**config.mk**
```make
export PLATFORM = sky130hd
export DESIGN_NAME = xbr_ext_bus
export DESIGN_NICKNAME = d
export VERILOG_FILES = /design/src/hw/xbr_reset_ctrl.v /design/src/hw/xbr_slave_port.v /design/src/hw/xbr_ext_bus.v
export VERILOG_INCLUDE_DIRS = /design/src /design/src/hw
export SDC_FILE = /design/constraint.sdc
export NUM_CORES = 1
export LEC_CHECK = 0
export ABC_AREA = 1
export BUFFER_PORTS_ARGS = -buffer_cell sky130_fd_sc_hd__buf_2
export CORE_UTILIZATION = 40
export CTS_CLUSTER_SIZE = 28
export DETAILED_ROUTE_END_ITERATION = 7
export PLACE_DENSITY_LB_ADDON = 0.1
export SLEW_MARGIN = 20
export SYNTH_ARGS = -nofsm -noshare
export SYNTH_HDL_FRONTEND = slang
export SYNTH_SLANG_ARGS = --single-unit
```
**constraint.sdc**
```tcl
create_clock -name clk_i -period 3.7 [get_ports clk_i]
set_clock_uncertainty 0.15 [all_clocks]
set_input_delay 0.74 -clock clk_i [delete_from_list [all_inputs] [get_ports clk_i]]
set_output_delay 0.74 -clock clk_i [all_outputs]
set_load 0.05 [all_outputs]
```
**src/hw/xbr_regs.vh**
```
`ifndef XBR_REGS_VH
`define XBR_REGS_VH
`define XBR_RST_HOLD 7'd64
`define XBR_RST_OUT 5'd12
`define XBR_PORT_RESET 8'hff
`define XBR_FETCH_START 16'h0000
`define XBR_PH_ALE 3'd1
`define XBR_PH_ADDR 3'd2
`define XBR_PH_STROBE 3'd3
`define XBR_PH_HOLD 3'd4
`define XBR_PH_DONE 3'd5
`define XBR_PH_IDLE 3'd0
`endif

```
**src/hw/xbr_reset_ctrl.v**
```verilog
`timescale 1ns/10ps
`include "xbr_regs.vh"
module xbr_reset_ctrl (
	// Clock and pin reset.
	input wire clk_i,
	input wire reset_i,
	// Internal reset request and fetch select pin.
	input wire int_reset_req_i,
	input wire external_fetch_select_i,
	// Reset outcome.
	output reg core_reset_o,
	output wire pin_force_o,
	output reg rst_drive_o,
	output reg fetch_external_o
);
	reg [6:0] hold_cnt;
	reg [4:0] out_cnt;
	// The pad forces the ports at once, with no clock needed.
	assign pin_force_o = reset_i;
	always @(posedge clk_i) begin
		if (reset_i) begin
			if (hold_cnt != `XBR_RST_HOLD)
				hold_cnt <= hold_cnt + 7'd1;
			else
				core_reset_o <= 1'b1;
			// Strap caught while reset is held.
			fetch_external_o <= ~external_fetch_select_i;
			out_cnt <= 5'd0;
			rst_drive_o <= 1'b0;
		end else begin
			hold_cnt <= 7'd0;
			if (int_reset_req_i && !rst_drive_o) begin
				rst_drive_o <= 1'b1;
				out_cnt <= `XBR_RST_OUT;
				core_reset_o <= 1'b1;
			end else if (rst_drive_o) begin
				if (out_cnt == 5'd1) begin
					rst_drive_o <= 1'b0;
					core_reset_o <= 1'b0;
				end
				out_cnt <= out_cnt - 5'd1;
			end else begin
				core_reset_o <= 1'b0;
			end
		end
	end
	initial begin
		hold_cnt = 7'd0;
		out_cnt = 5'd0;
		core_reset_o = 1'b1;
		rst_drive_o = 1'b0;
		fetch_external_o = 1'b0;
	end
endmodule

```
**src/hw/xbr_slave_port.v**
```verilog
`timescale 1ns/10ps
`include "xbr_regs.vh"
module xbr_slave_port (
	// Clock and reset.
	input wire clk_i,
	input wire reset_i,
	// Mode.
	input wire wide_mode_i,
	// Host strobes and bus, active low strobes.
	input wire rd_n_i,
	input wire wr_n_i,
	input wire [7:0] ad_i,
	input wire [7:0] a_i,
	// Core side.
	input wire [15:0] tx_data_i,
	output reg [15:0] rx_data_o,
	output reg rx_valid_o,
	output reg rd_done_o,
	output wire drive_lo_o,
	output wire drive_hi_o,
	output wire [15:0] drive_data_o
);
	reg wr_n_d;
	reg rd_n_d;
	// Host strobes steer each slave cycle.
	assign drive_lo_o = ~rd_n_i;
	assign drive_hi_o = ~rd_n_i & wide_mode_i;
	assign drive_data_o = tx_data_i;
	always @(posedge clk_i) begin
		if (reset_i) begin
			wr_n_d <= 1'b1;
			rd_n_d <= 1'b1;
			rx_data_o <= 16'h0000;
			rx_valid_o <= 1'b0;
			rd_done_o <= 1'b0;
		end else begin
			wr_n_d <= wr_n_i;
			rd_n_d <= rd_n_i;
			rx_valid_o <= 1'b0;
			rd_done_o <= ~rd_n_d & rd_n_i;
			// Data is taken on the strobe's rising edge.
			if (!wr_n_d && wr_n_i) begin
				rx_valid_o <= 1'b1;
				rx_data_o[7:0] <= ad_i;
				rx_data_o[15:8] <= wide_mode_i ? a_i : 8'h00;
			end
		end
	end
endmodule

```
**src/hw/xbr_ext_bus.v**
```verilog
`timescale 1ns/10ps
`include "xbr_regs.vh"
module xbr_ext_bus (
	// Clock and reset pin level (high means asserted).
	input wire clk_i,
	input wire reset_i,
	// Core requests for external data moves.
	input wire req_i,
	input wire req_write_i,
	input wire [15:0] req_addr_i,
	input wire [7:0] req_wdata_i,
	output wire req_ready_o,
	output reg [7:0] rdata_o,
	output reg done_o,
	// Power modes and internal reset sources.
	input wire idle_i,
	input wire power_down_i,
	input wire int_reset_req_i,
	output wire wake_o,
	output wire core_reset_o,
	output wire rst_drive_o,
	// Fetch select strap and result.
	input wire external_fetch_select_i,
	output wire fetch_external_o,
	output wire [15:0] fetch_start_o,
	// Slave port mode and core side.
	input wire slave_mode_i,
	input wire wide_mode_i,
	input wire [15:0] slave_tx_i,
	output wire [15:0] slave_rx_o,
	output wire slave_rx_valid_o,
	output wire slave_rd_done_o,
	// Low shared bus pins.
	input wire [7:0] ad_i,
	output reg [7:0] ad_o,
	output wire [7:0] ad_oe_o,
	// High address pins.
	input wire [7:0] a_i,
	output reg [7:0] a_o,
	output wire [7:0] a_oe_o,
	// Strobe pins.
	input wire rd_n_i,
	output reg rd_n_o,
	output wire rd_n_oe_o,
	input wire wr_n_i,
	output reg wr_n_o,
	output wire wr_n_oe_o,
	output reg ale_o
);
	reg [2:0] phase;
	reg [2:0] next_phase;
	reg is_write;
	reg ad_drive;
	reg [15:0] addr;
	reg [7:0] wdata;
	wire pin_force;
	wire sp_lo;
	wire sp_hi;
	wire [15:0] sp_data;
	wire master_ok;

	xbr_reset_ctrl u_reset (
		.clk_i(clk_i),
		.reset_i(reset_i),
		.int_reset_req_i(int_reset_req_i),
		.external_fetch_select_i(external_fetch_select_i),
		.core_reset_o(core_reset_o),
		.pin_force_o(pin_force),
		.rst_drive_o(rst_drive_o),
		.fetch_external_o(fetch_external_o)
	);

	xbr_slave_port u_slave (
		.clk_i(clk_i),
		.reset_i(core_reset_o),
		.wide_mode_i(wide_mode_i),
		.rd_n_i(rd_n_i),
		.wr_n_i(wr_n_i),
		.ad_i(ad_i),
		.a_i(a_i),
		.tx_data_i(slave_tx_i),
		.rx_data_o(slave_rx_o),
		.rx_valid_o(slave_rx_valid_o),
		.rd_done_o(slave_rd_done_o),
		.drive_lo_o(sp_lo),
		.drive_hi_o(sp_hi),
		.drive_data_o(sp_data)
	);

	assign fetch_start_o = `XBR_FETCH_START;
	// Only a pin reset assertion wakes the core from either low-power mode; an internal reset request does not.
	assign wake_o = reset_i & (idle_i | power_down_i);
	assign master_ok = ~slave_mode_i & ~core_reset_o;
	assign req_ready_o = master_ok && phase == `XBR_PH_IDLE;

	// Port pins sit released (reset state, all ones) while forced.
	assign ad_oe_o = (pin_force || core_reset_o) ? 8'h00 :
		slave_mode_i ? {8{sp_lo}} : {8{ad_drive}};
	assign a_oe_o = (pin_force || core_reset_o) ? 8'h00 :
		slave_mode_i ? {8{sp_hi}} :
		{8{phase != `XBR_PH_IDLE}};
	assign rd_n_oe_o = master_ok & ~pin_force;
	assign wr_n_oe_o = master_ok & ~pin_force;

	always @* begin
		next_phase = phase;
		case (phase)
			`XBR_PH_IDLE: begin
				if (req_i && master_ok)
					next_phase = `XBR_PH_ALE;
			end
			`XBR_PH_ALE: next_phase = `XBR_PH_ADDR;
			`XBR_PH_ADDR: next_phase = `XBR_PH_STROBE;
			`XBR_PH_STROBE: next_phase = `XBR_PH_HOLD;
			`XBR_PH_HOLD: next_phase = `XBR_PH_DONE;
			`XBR_PH_DONE: next_phase = `XBR_PH_IDLE;
			default: next_phase = `XBR_PH_IDLE;
		endcase
	end

	always @(posedge clk_i) begin
		if (core_reset_o || slave_mode_i) begin
			phase <= `XBR_PH_IDLE;
			is_write <= 1'b0;
			ad_drive <= 1'b0;
			addr <= 16'h0000;
			wdata <= 8'h00;
			rd_n_o <= 1'b1;
			wr_n_o <= 1'b1;
			ale_o <= 1'b0;
			done_o <= 1'b0;
			if (core_reset_o) begin
				rdata_o <= 8'h00;
				ad_o <= `XBR_PORT_RESET;
				a_o <= `XBR_PORT_RESET;
			end else begin
				// Registered, so a new word reaches the pins a cycle late.
				ad_o <= sp_data[7:0];
				a_o <= sp_data[15:8];
			end
		end else begin
			phase <= next_phase;
			done_o <= 1'b0;
			case (phase)
				`XBR_PH_IDLE: begin
					// The strobe stays low unless a data move starts.
					if (req_i) begin
						addr <= req_addr_i;
						is_write <= req_write_i;
						wdata <= req_wdata_i;
						ale_o <= 1'b1;
						ad_o <= req_addr_i[7:0];
						a_o <= req_addr_i[15:8];
						ad_drive <= 1'b1;
					end
				end
				`XBR_PH_ALE: begin
					// Address stays put across the falling edge.
					ale_o <= 1'b0;
				end
				`XBR_PH_ADDR: begin
					// Data phase only after the latch has closed.
					if (is_write) begin
						ad_o <= wdata;
						wr_n_o <= 1'b0;
					end else begin
						ad_drive <= 1'b0;
						rd_n_o <= 1'b0;
					end
				end
				`XBR_PH_STROBE: begin
					if (!is_write)
						rdata_o <= ad_i;
				end
				`XBR_PH_HOLD: begin
					rd_n_o <= 1'b1;
					wr_n_o <= 1'b1;
				end
				`XBR_PH_DONE: begin
					ad_drive <= 1'b0;
					done_o <= 1'b1;
				end
				default: ale_o <= 1'b0;
			endcase
		end
	end
endmodule

```
Yosys cells after proc, flatten, opt, wreduce, memory -nomap -nowiden

Index checks and enable logic that the tools add are counted.

Logic and storage cells: 121
Input bits: 68
Output and inout bits: 85
Flip-flop bits (word level): 76

Multiplexer cells: 39
Bitwise gates (word level): 13
Add/subtract/negate cells: 2
Equality and inequality tests: 17
Reduce and logical (&&, ||, !) cells: 28

Operators with widths:

| kind                | number |
|---|---|
| $mux 8              | 17 |
| $pmux 8 s2          | 1 |
| $pmux 3 s5          | 1 |
| $mux 1              | 13 |
| $reduce_and 2->1    | 6 |
| $reduce_bool 2->1   | 5 |
| $reduce_and 3->1    | 3 |
| $reduce_bool 3->1   | 3 |
| $mux 4              | 2 |
| $ne 2x2->1 const B  | 4 |
| $add 7x1->7 const B | 1 |
| $ne 7x7->1 const B  | 1 |
| $not 1->1           | 7 |
| $eq 3x2->1 const B  | 2 |
| $eq 3x3->1 const B  | 2 |
| $ne 2x1->1 const B  | 3 |
| $pmux 1 s2          | 3 |
| $and 1x1->1         | 5 |
| $eq 5x1->1 const B  | 1 |
| $sub 5x1->5 const B | 1 |
| $logic_and 1x1->1   | 4 |
| $ne 4x4->1 const B  | 1 |
| $reduce_or 4->1     | 1 |
| $eq 3x1->1 const B  | 1 |
| 9 further kinds     | 11 |

Depth between registers and ports, before layout

Gate-level depths: netlist of run 1.

Depth in word-level cells: 5
Gate-level depth with buffers: 7
Depth with buffers taken out: 6

By module

A second synthesis of run 1 with hierarchy kept.

Cell total of the unflattened synthesis: 470
Area total of the unflattened synthesis: 3867.5 sq um

By module, submodules not included:

| module         | area each (sq um) | instances | seq. area each (sq um) | cells each |
|---|---|---|---|---|
| xbr_ext_bus    | 2137.0            | 1         | 1061.0                 | 223 |
| xbr_slave_port | 980.9             | 1         | 400.4                  | 148 |
| xbr_reset_ctrl | 749.5             | 1         | 320.3                  | 99 |

Worst setup path after synthesis of run 1

Ideal clock, no wire load.

Path type: in2out
Start point: input reset_i
End point: output a_oe_o[1]
Buffers on the path: 2
Data required time: 2.810 ns
Setup slack: -0.204 ns
Stages on the path: 5
Data arrival time: 3.014 ns
Cell sequence: clkbuf_1 -> inv_1 -> nand3_1 -> nor3_1 -> buf_4

Longest elaborated chain between the ends: 2

Ends and longest elaborated chain:

| what             | RTL line         | text |
|---|---|---|
| from (decl)      | xbr_ext_bus.v:6  | `input wire reset_i,` |
| $logic_or 1x1->1 | xbr_ext_bus.v:99 | `assign a_oe_o = (pin_force \|\| core_reset_o) ? 8'h00 :` |
| $mux 8           | xbr_ext_bus.v:99 |  |
| to (decl)        | xbr_ext_bus.v:40 | `output wire [7:0] a_oe_o,` |

Every way passes these cells.

Worst setup path in the final report of run 1

Start point: register u_reset.core_reset_o
End point: output a_oe_o[4]

Longest elaborated chain between the ends: 2

Ends and longest elaborated chain:

| what                   | RTL line            | text |
|---|---|---|
| from (decl)            | xbr_reset_ctrl.v:11 | `output reg core_reset_o,` |
| from (signal assigned) | xbr_reset_ctrl.v:25 | `core_reset_o <= 1'b1;` |
| from (signal assigned) | xbr_reset_ctrl.v:35 | `core_reset_o <= 1'b1;` |
| from (signal assigned) | xbr_reset_ctrl.v:39 | `core_reset_o <= 1'b0;` |
| $logic_or 1x1->1       | xbr_ext_bus.v:99    |  |
| $mux 8                 | xbr_ext_bus.v:99    |  |

Every way passes these cells.

==> results.cfg, run 1 <==
[run_status]
status = finished clean

[global_routing]
grtUsageTotal_pct = 17.9
grt_first_pass_wirelength_um = 12100
overflow = 0
antenna_found_initial = 0
grt_max_degree = 22
grt_pass1_vias = 2572

[route]
drc_errors = 0
first_iter_violations = 107
wire_per_inst_um = 12.4
ant_nets = 0
finalWirelength_um = 7830
vias_per_cell = 4.68
drt-pass1-iter-count = 4
vias = 2967

[hold_path]
hold_depth = 1
worstHoldPathType = flop to flop

[worst_setup_path]
crit_slowest_cell = edfxtp_1
path_buf_inv = 2
cp_num_cells = 4
crit_arrival_ps = 2350
cp.required_ps = 2810
crit_path_end_kind = output port
critical-path-max-stage-delay_ps = 690
worst-path-max-fanout = 21
cp_top_family = buffers and inverters
critical_path_class = flop to output port
crit_path_start_kind = flop
reg2regPathDepth = 5
path_cells = inv_2 > nand3_1 > nor3_2 > buf_2

[power]
clkPwrFrac_pct = 34.9
p_leak_nw = 2.00
vdd_drop_max_mv = 0.206
p_seq_share_pct = 46.6
swShare_pct = 31.0
p_comb_share_pct = 18.5
intPower_mw = 1.38
powerDensity_nw_per_um2 = 477
switching_power_mw = 0.623

[cells_and_area]
syn2layout_area_growth_pct = 23.2
antenna_cells = 0
layoutNonFillerInstCount = 634
fin_nets = 596
multi_input_area_um2 = 1230
fill_cells = 848
seq_area_um2 = 1780
drive_gt1_share_pct = 31.4

[synth]
yosys_warnings = 0
ys.flop_type = dfxtp_1
ys_async_sr_fraction_pct = 0
ys_types = 27
ys_seq_area_share_pct = 52.2
synth-seq-cells = 76
synth_edf_count = 26
syn-cell-area_um2 = 3410
synthCells = 407
synth_area_per_cell_um2 = 8.38

[clock_tree]
clockBufferDepth = 2
cts_root_buffer = clkbuf_8
insertion_delay_ps = 340
ctsHtreeMaxLevel = 3
cts_setup_buffers = 0
path_clk_slew_ps = 80
cts_tree = built
cts.sinks = 76
cts-resized-gates = 0
cts_buffers = 9
cts_hold_buf = 0

[sta]
setup_violations = 0
finalCritPeriodShare_pct = 87.7
hold_violations = 0
rsz0062_at_grt = no
drv_slew = 0
setup_tns_ps = 0
tightest_slew_ps = 717
finalCriticalPeriod_ps = 3240
slew_headroom_pct = 52.2
fmax_ghz = 0.308

[floorplanning]
coreArea_um2 = 8220
ioPinCount = 153
die_w_um = 94.4
initial_core_util_pct = 41.5
die_area_um2 = 8900
die_h_um = 94.4
rows = 33

[run]
maxCapViolCount = 0

[placed_design]
globalplace.congestion = 0.854
dp_hpwl_um = 5940
dp_cells = 618
port_buffers = 136
## path summary, 6_finish.rpt
check,from,endpoint,slack (ps)
max,u_reset.core_reset_o,a_oe_o[4],460
min,u_slave.rd_n_d,u_slave.rd_done_o,240
max reg2reg,u_reset.core_reset_o,rd_n_o,1780
min reg2reg,u_slave.rd_n_d,u_slave.rd_done_o,240
## sequential cells by signal, summed over array words and instances, names as in the netlist, 3 cells and up
register / count
u_reset.out_cnt: 5
a_o: 8
ad_o: 8
phase: 3
wdata: 8
u_reset.hold_cnt: 7
u_slave.rx_data_o: 16
rdata_o: 8
## logic make-up after synthesis
family | synth area share (%)
AO/OA/AOI/OAI | 9.61
XOR/XNOR | 1.28
AND/OR/NAND/NOR | 21.7
buffers and inverters | 13.6
adder cells (fa/ha/maj) | 1.47
flip-flops | 52.2
other | 0.110
## cell usage after synthesis, types with 9 or more instances
cell | n | share of area (%)
nand2_1 | 85 | 9.4
dfxtp_1 | 50 | 29
inv_1 | 35 | 3.9
nor2_1 | 35 | 3.9
buf_4 | 33 | 7.3
a21oi_1 | 31 | 4.5
nand3_1 | 31 | 4.5
edfxtp_1 | 26 | 23
o21ai_0 | 19 | 2.8
nor3_1 | 11 | 1.6
a31oi_1 | 9 | 1.7
buf_2 | 9 | 1.3
## routing by layer
metal | routed length [µm] | global-route usage, %
met5 | 0 | 0
met2 | 3610 | 28.4
met1 | 3600 | 23.8
met3 | 513 | 3.46
met4 | 108 | 7.56
## power by group through the flow
stage               clock network, mW  logic, mW  registers, mW
floorplan                           0      0.199           1.05
global placement                    0      0.372          0.952
detailed placement                  0      0.374          0.954
CTS                             0.717      0.375          0.934
global route                    0.759      0.401          0.940
finish                          0.700      0.372          0.934
## area by class of cell
cell class,count,area share (%)
Sequential cell,76,42.4
Multi-Input combinational cell,260,29.2
Timing Repair Buffer,139,16.7
Inverter,38,3.39
Tap cell,105,3.12
Clock buffer,9,2.95
Clock inverter,7,2.29
## stage by stage
stage / util (%) / area, µm² / power [mW] / worst slack [ps] / hold slack [ps]
global placement: 48.5 / 3990 / 1.32 / 762 / 231
global route: 51.2 / 4210 / 2.10 / 194 / 256
finish: 51.2 / 4210 / 2.01 / 455 / 242
floorplan: - / 3470 / 1.25 / 234 / 223
CTS: 51.2 / 4210 / 2.03 / 399 / 250
detailed placement: 48.5 / 3990 / 1.33 / 710 / 233
## cells in the final DEF (no fill, tap or decap)
master      instances
buf_2             136
nand2_1            85
dfxtp_1            50
inv_1              35
nor2_1             35
nand3_1            31
a21oi_1            31
edfxtp_1           26
o21ai_0            19
conb_1             16
nor3_1             10
a31oi_1             9
clkbuf_8            9
nor2_2              4
ha_1                4
inv_2               3
nand4_1             3
xnor2_1             3
buf_4               3
nand3_2             2
nor3b_1             2
xor2_1              2
inv_6               2
bufinv_16           2
nor3_2              1
o21ai_1             1
a21oi_2             1
o21a_1              1
clkinvlp_4          1
clkinv_2            1
inv_4               1
No activity file was read; power rests on OpenSTA's default activity.
==> inputs of run 2 (changes only) <==
Settings changed: CORE_UTILIZATION 40 to 51.
==> run 2 against run 1 <==
Routed wire length fell by 2.2%. Sequential power shrank 0.4%. Register-to-register slack about the same. Setup slack better by 300 ps. Die area is 21% lower. Final cell count shrank 4.3%. Global-route usage grew 5.1 points. Core utilization grew 14 points. Clock power shrank 12%. First-iteration DRC count is 19% higher. Via count increased by 0.13%. Design area is 1.3% lower. Critical path type is now primary input to output port. Largest cell class unchanged.
==> results.cfg, run 2 (synthesis gave the netlist of run 1 again) <==
[run_status]
status = finished clean

[sta]
tightest_slew_ps = 617
setup_tns_ps = 0
fmax_ghz = 0.340
setup_violations = 0
finalCritPeriodShare_pct = 79.5
hold_violations = 0
drv_slew = 0
finalCriticalPeriod_ps = 2940
slew_headroom_pct = 58.8
setup_slack_ps = 759
hold_slack_ps = 240
rsz0062_at_grt = no

[route]
vias_per_cell = 4.89
vias = 2971
drc_errors = 0
first_iter_violations = 127
wire_per_inst_um = 12.6
ant_nets = 0
finalWirelength_um = 7660
drt-pass1-iter-count = 4

[global_routing]
busiest_layer = met2
grt_pass1_vias = 2719
antenna_found_initial = 0
use_met2_pct = 34.7
grt_max_degree = 22
use_met3_pct = 6.33
grtUsageTotal_pct = 23.0
grt_first_pass_wirelength_um = 12700
use_met1_pct = 30.9
overflow = 0

[worst_setup_path]
critical-path-max-stage-delay_ps = 370
cp_num_cells = 5
path_buf_inv = 3
worst-path-max-fanout = 12
cp.required_ps = 2810
crit_arrival_ps = 2050
crit_path_end_kind = output port
worst_path_most_repeated_cell = buf_2
crit_path_start_kind = primary input
path_cells = buf_2 > inv_1 > nor2_1 > nor3_2 > buf_2
reg2regPathDepth = 5
crit_slowest_cell = nor3_2
critical_path_class = primary input to output port
cp_top_family = buffers and inverters

[hold_path]
hold_depth = 1
worstHoldPathType = flop to flop

[placed_design]
globalplace.congestion = 0.857
port_buffers = 136
place_area_um2 = 3960
dp_hpwl_um = 5610
dp_slack_ps = 703

[clock_tree]
cts_hold_buf = 0
cts_setup_buffers = 0
path_clk_slew_ps = 70
cts.sinks = 76
cts_buffers = 9
insertion_delay_ps = 350
cts_root_buffer = clkbuf_8
clockBufferDepth = 2
cts_tree = built
ctsHtreeMaxLevel = 3
cts-resized-gates = 0

[run]
maxCapViolCount = 0

[floorplanning]
rows = 29
coreArea_um2 = 6390
die_h_um = 83.8
die_w_um = 83.8
initial_core_util_pct = 53.4
ioPinCount = 153
die_area_um2 = 7020

[cells_and_area]
syn2layout_area_growth_pct = 21.6
largest_register_ffs = 16
drive_gt1_share_pct = 31.3
utilization_pct = 65.0
top_register = u_slave.rx_data_o
final_area_um2 = 4150
fill_cells = 551
seq_area_um2 = 1780
final_cell_mix = 136 x buf_2, 85 x nand2_1, 50 x dfxtp_1
multi_input_area_um2 = 1230
fin_nets = 597
antenna_cells = 0
final_common_cell = buf_2

[power]
p_leak_nw = 2.00
powerDensity_nw_per_um2 = 464
vdd_drop_max_mv = 0.286
==> run 2: cell types whose count changed in the layout (fill, tap and decap cells not counted), sizes merged <==
cell      change
buf           +1
bufinv        -1
clkbuf        +1
clkinv        +4
clkinvlp      -1
inv           -3
==> run 2: power breakdown <==
part	switching [mW]	total [mW]	internal [mW]
sequential	0.0209	0.930	0.910
clock	0.295	0.618	0.323
combinational	0.285	0.376	0.0914
==> run 2: metrics by stage <==
stage          std cells  power, mW
2_1_floorplan        422       1.25
3_3_place_gp         591       1.32
3_5_place_dp         591       1.33
4_1_cts              607       1.94
5_1_grt              607       2.01
6_report             607       1.92
==> run 2: layout make-up <==
type / instances / share of cell area [%]
inverter: 38 / 3.44
clock inverter: 6 / 1.30
sequential: 76 / 42.9
multi-input combinational: 260 / 29.6
clock buffer: 10 / 3.32
tap: 77 / 2.32
timing repair buffer: 140 / 17.1
==> run 2: worst paths after layout <==
kind                                startpoint                end  slack [ps]
worst max-delay path              slave_mode_i          a_oe_o[0]         760
worst min-delay path            u_slave.rd_n_d  u_slave.rd_done_o         240
worst max register to register        phase[1]            ad_o[4]        1780
worst min register to register  u_slave.rd_n_d  u_slave.rd_done_o         240
==> run 2: metal layers <==
layer,up-vias,part of all wire (%)
met2,133,44
met1,1304,45
met4,0,1.8
li1,1520,-
met3,14,8.8
met5,-,0
==> run 2: worst register-to-register path, delay by kind of cell (launching register included) <==
kind / cells / cell delay (ps)
buffers and inverters: 1 / 110
DFF: 1 / 450
and+or+nand+nor: 4 / 880
==> inputs of run 3 (changes only) <==
Settings changed: ABC_AREA 1 to 0, CORE_UTILIZATION 51 to 47.
Clock period 3.7 ns to 2.71 ns, I/O delays scaled along.
==> run 3 against run 2 <==
Sequential share of layout area fell by 2.0 points. Register-to-register slack got worse by 1100 ps. Routed wire length down 4.9%. Via count down 3.0%. Global-route usage fell by 5.0 points. First-iteration DRC count down 13%. Core utilization decreased by 5.0 points. Clock power up 45%. Total power rose by 40%. Critical path type is now flop to output port.
==> results.cfg, run 3 <==
[worst_setup_path]
critical_path_class = flop to output port
worst-path-max-fanout = 11
critical-path-max-stage-delay_ps = 540
path_cells = nor3_1 > o21ai_0 > nor3b_4 > buf_2
crit_arrival_ps = 1820
crit_slowest_cell = dfxtp_1
cp.required_ps = 2020
reg2regPathDepth = 3
crit_path_end_kind = output port
crit_path_start_kind = flop

[cells_and_area]
utilization_pct = 60.0
syn2layout_area_growth_pct = 23.7
seq_area_um2 = 1780
multi_input_area_um2 = 1460
largest_register_ffs = 16
fill_cells = 655
drive_gt1_share_pct = 34.7
final_cell_mix = 136 x buf_2, 59 x nand2_1, 50 x dfxtp_1
antenna_cells = 0
top_register = u_slave.rx_data_o
layoutNonFillerInstCount = 594
fin_nets = 562
final_common_cell = buf_2

[power]
power_mw = 2.69
p_seq_share_pct = 47.6
intPower_mw = 1.90
clkPwrFrac_pct = 33.5
p_comb_share_pct = 18.9
vdd_drop_max_mv = 0.310
p_leak_nw = 1.90
switching_power_mw = 0.789
powerDensity_nw_per_um2 = 618
swShare_pct = 29.4

[clock_tree]
cts.sinks = 76
insertion_delay_ps = 330
cts_hold_buf = 0
cts_tree = built
ctsHtreeMaxLevel = 3
cts-resized-gates = 0
cts_setup_buffers = 0
cts_root_buffer = clkbuf_8
path_clk_slew_ps = 70
cts_buffers = 9
clockBufferDepth = 2

[placed_design]
globalplace.congestion = 0.804
dp_slack_ps = 362
port_buffers = 136
dp_cells = 578
dp_hpwl_um = 5390

[global_routing]
antenna_found_initial = 0
grt_first_pass_wirelength_um = 10800
grt_pass1_vias = 2365
grt_max_degree = 25
overflow = 0
grtUsageTotal_pct = 18.0

[sta]
hold_violations = 0
slew_headroom_pct = 56.0
setup_violations = 0
setup_slack_ps = 193
finalCritPeriodShare_pct = 92.9
rsz0062_at_grt = no
tightest_slew_ps = 659
drv_slew = 0
fmax_ghz = 0.397
finalCriticalPeriod_ps = 2520

[synth]
synth.most_common_cell = nand2_1
synth_edf_count = 26
synthCells = 373
yosys_warnings = 0
ys_types = 48
synth_top_area_share_pct = 28.5
synth-seq-cells = 76
synth_area_per_cell_um2 = 9.43
ys_async_sr_fraction_pct = 0
syn-cell-area_um2 = 3520
yosys-top-cells-count = 59 x nand2_1, 50 x dfxtp_1, 40 x a21oi_1, 31 x buf_4, 26 x edfxtp_1
ys.flop_type = dfxtp_1
ys_seq_area_share_pct = 50.7
synth_area_leaders = dfxtp_1 28%, edfxtp_1 22%, buf_4 6.6%, nand2_1 6.3%, a21oi_1 5.7%
yosys.area.top_type = dfxtp_1

[route]
drt-pass1-iter-count = 4
drc_errors = 0
vias_per_cell = 4.85
vias = 2883
finalWirelength_um = 7280
ant_nets = 0
first_iter_violations = 111
wire_per_inst_um = 12.3

[run]
maxCapViolCount = 0

[floorplanning]
die_h_um = 88.5
initial_core_util_pct = 48.5
ioPinCount = 153
die_area_um2 = 7830
coreArea_um2 = 7250
rows = 31
die_w_um = 88.5

[hold_path]
hold_depth = 1
worstHoldPathType = flop to flop

[run_status]
status = finished clean
-- run 3: changes by cell type after synthesis, sizes merged, moves of 8 or more --
cell / change
a21oi: +8
clkbuf: +9
a211o: +8
and2: +9
nand2b: +9
inv: -31
nand2: -26
o21ai: -14
nor2: -20
nor2b: +10
nand3: -22
a31oi: -9
-- run 3: per-stage QoR --
| stage | cell area [µm²] | hold slack (ps) | setup TNS, ps |
|---|---|---|---|
| final | 4350 | 237 | 0 |
| after global routing | 4350 | 242 | 0 |
| after CTS | 4350 | 238 | 0 |
| after detailed placement | 4140 | 229 | 0 |
| after global placement | 4140 | 228 | 0 |
| after floorplan | 3610 | 222 | -188 |
-- run 3: per-layer routing --
layer	global-route usage [%]	vias up	part of all wire, %
li1	-	1465	-
met1	24.2	1315	47
met2	28.3	98	46
met3	3.64	5	6.3
met4	7.48	0	0.55
met5	0	-	0
-- run 3: final timing paths --
path,startpoint,slack (ps),end
worst max-delay path,phase[2],190,a_oe_o[2]
worst min-delay path,u_slave.rd_n_d,240,u_slave.rd_done_o
worst min register to register,u_slave.rd_n_d,240,u_slave.rd_done_o
worst max register to register,phase[0],670,a_o[4]
-- run 3: logic make-up after synthesis --
group                      after synthesis  share of synthesized area (%)
other                                    1                          0.107
xor gates and xnor gates                 6                           1.49
muxes                                    2                          0.569
AOI/OAI and AO/OA                       79                           14.4
DFF                                     76                           50.7
buffers and inverters                   62                           10.6
adders and majority gates                4                           1.42
and+or+nand+nor                        143                           20.7
-- run 3: worst max-delay path, delay by kind of cell (launching register included) --
family / cells / cell delay [ps]
DFF: 1 / 540
and+or+nand+nor: 2 / 450
buffers and inverters: 1 / 330
AOI/OAI and AO/OA: 1 / 170
-- run 3: power by group through the flow --
stage          registers, mW  clock network, mW  logic, mW
6_report                1.28              0.899      0.509
5_1_grt                 1.29              0.974      0.548
4_1_cts                 1.28              0.922      0.512
3_5_place_dp            1.31                  0      0.510
3_3_place_gp            1.30                  0      0.507
2_1_floorplan           1.43                  0      0.282
-- run 3: area by class of cell --
class	instances	area share, %
inverters	7	0.604
flip-flops and latches	76	41.0
clock inverters	6	1.84
clock buffers	10	2.93
well taps	99	2.85
multi-input cells	250	33.4
repair buffers	146	17.4
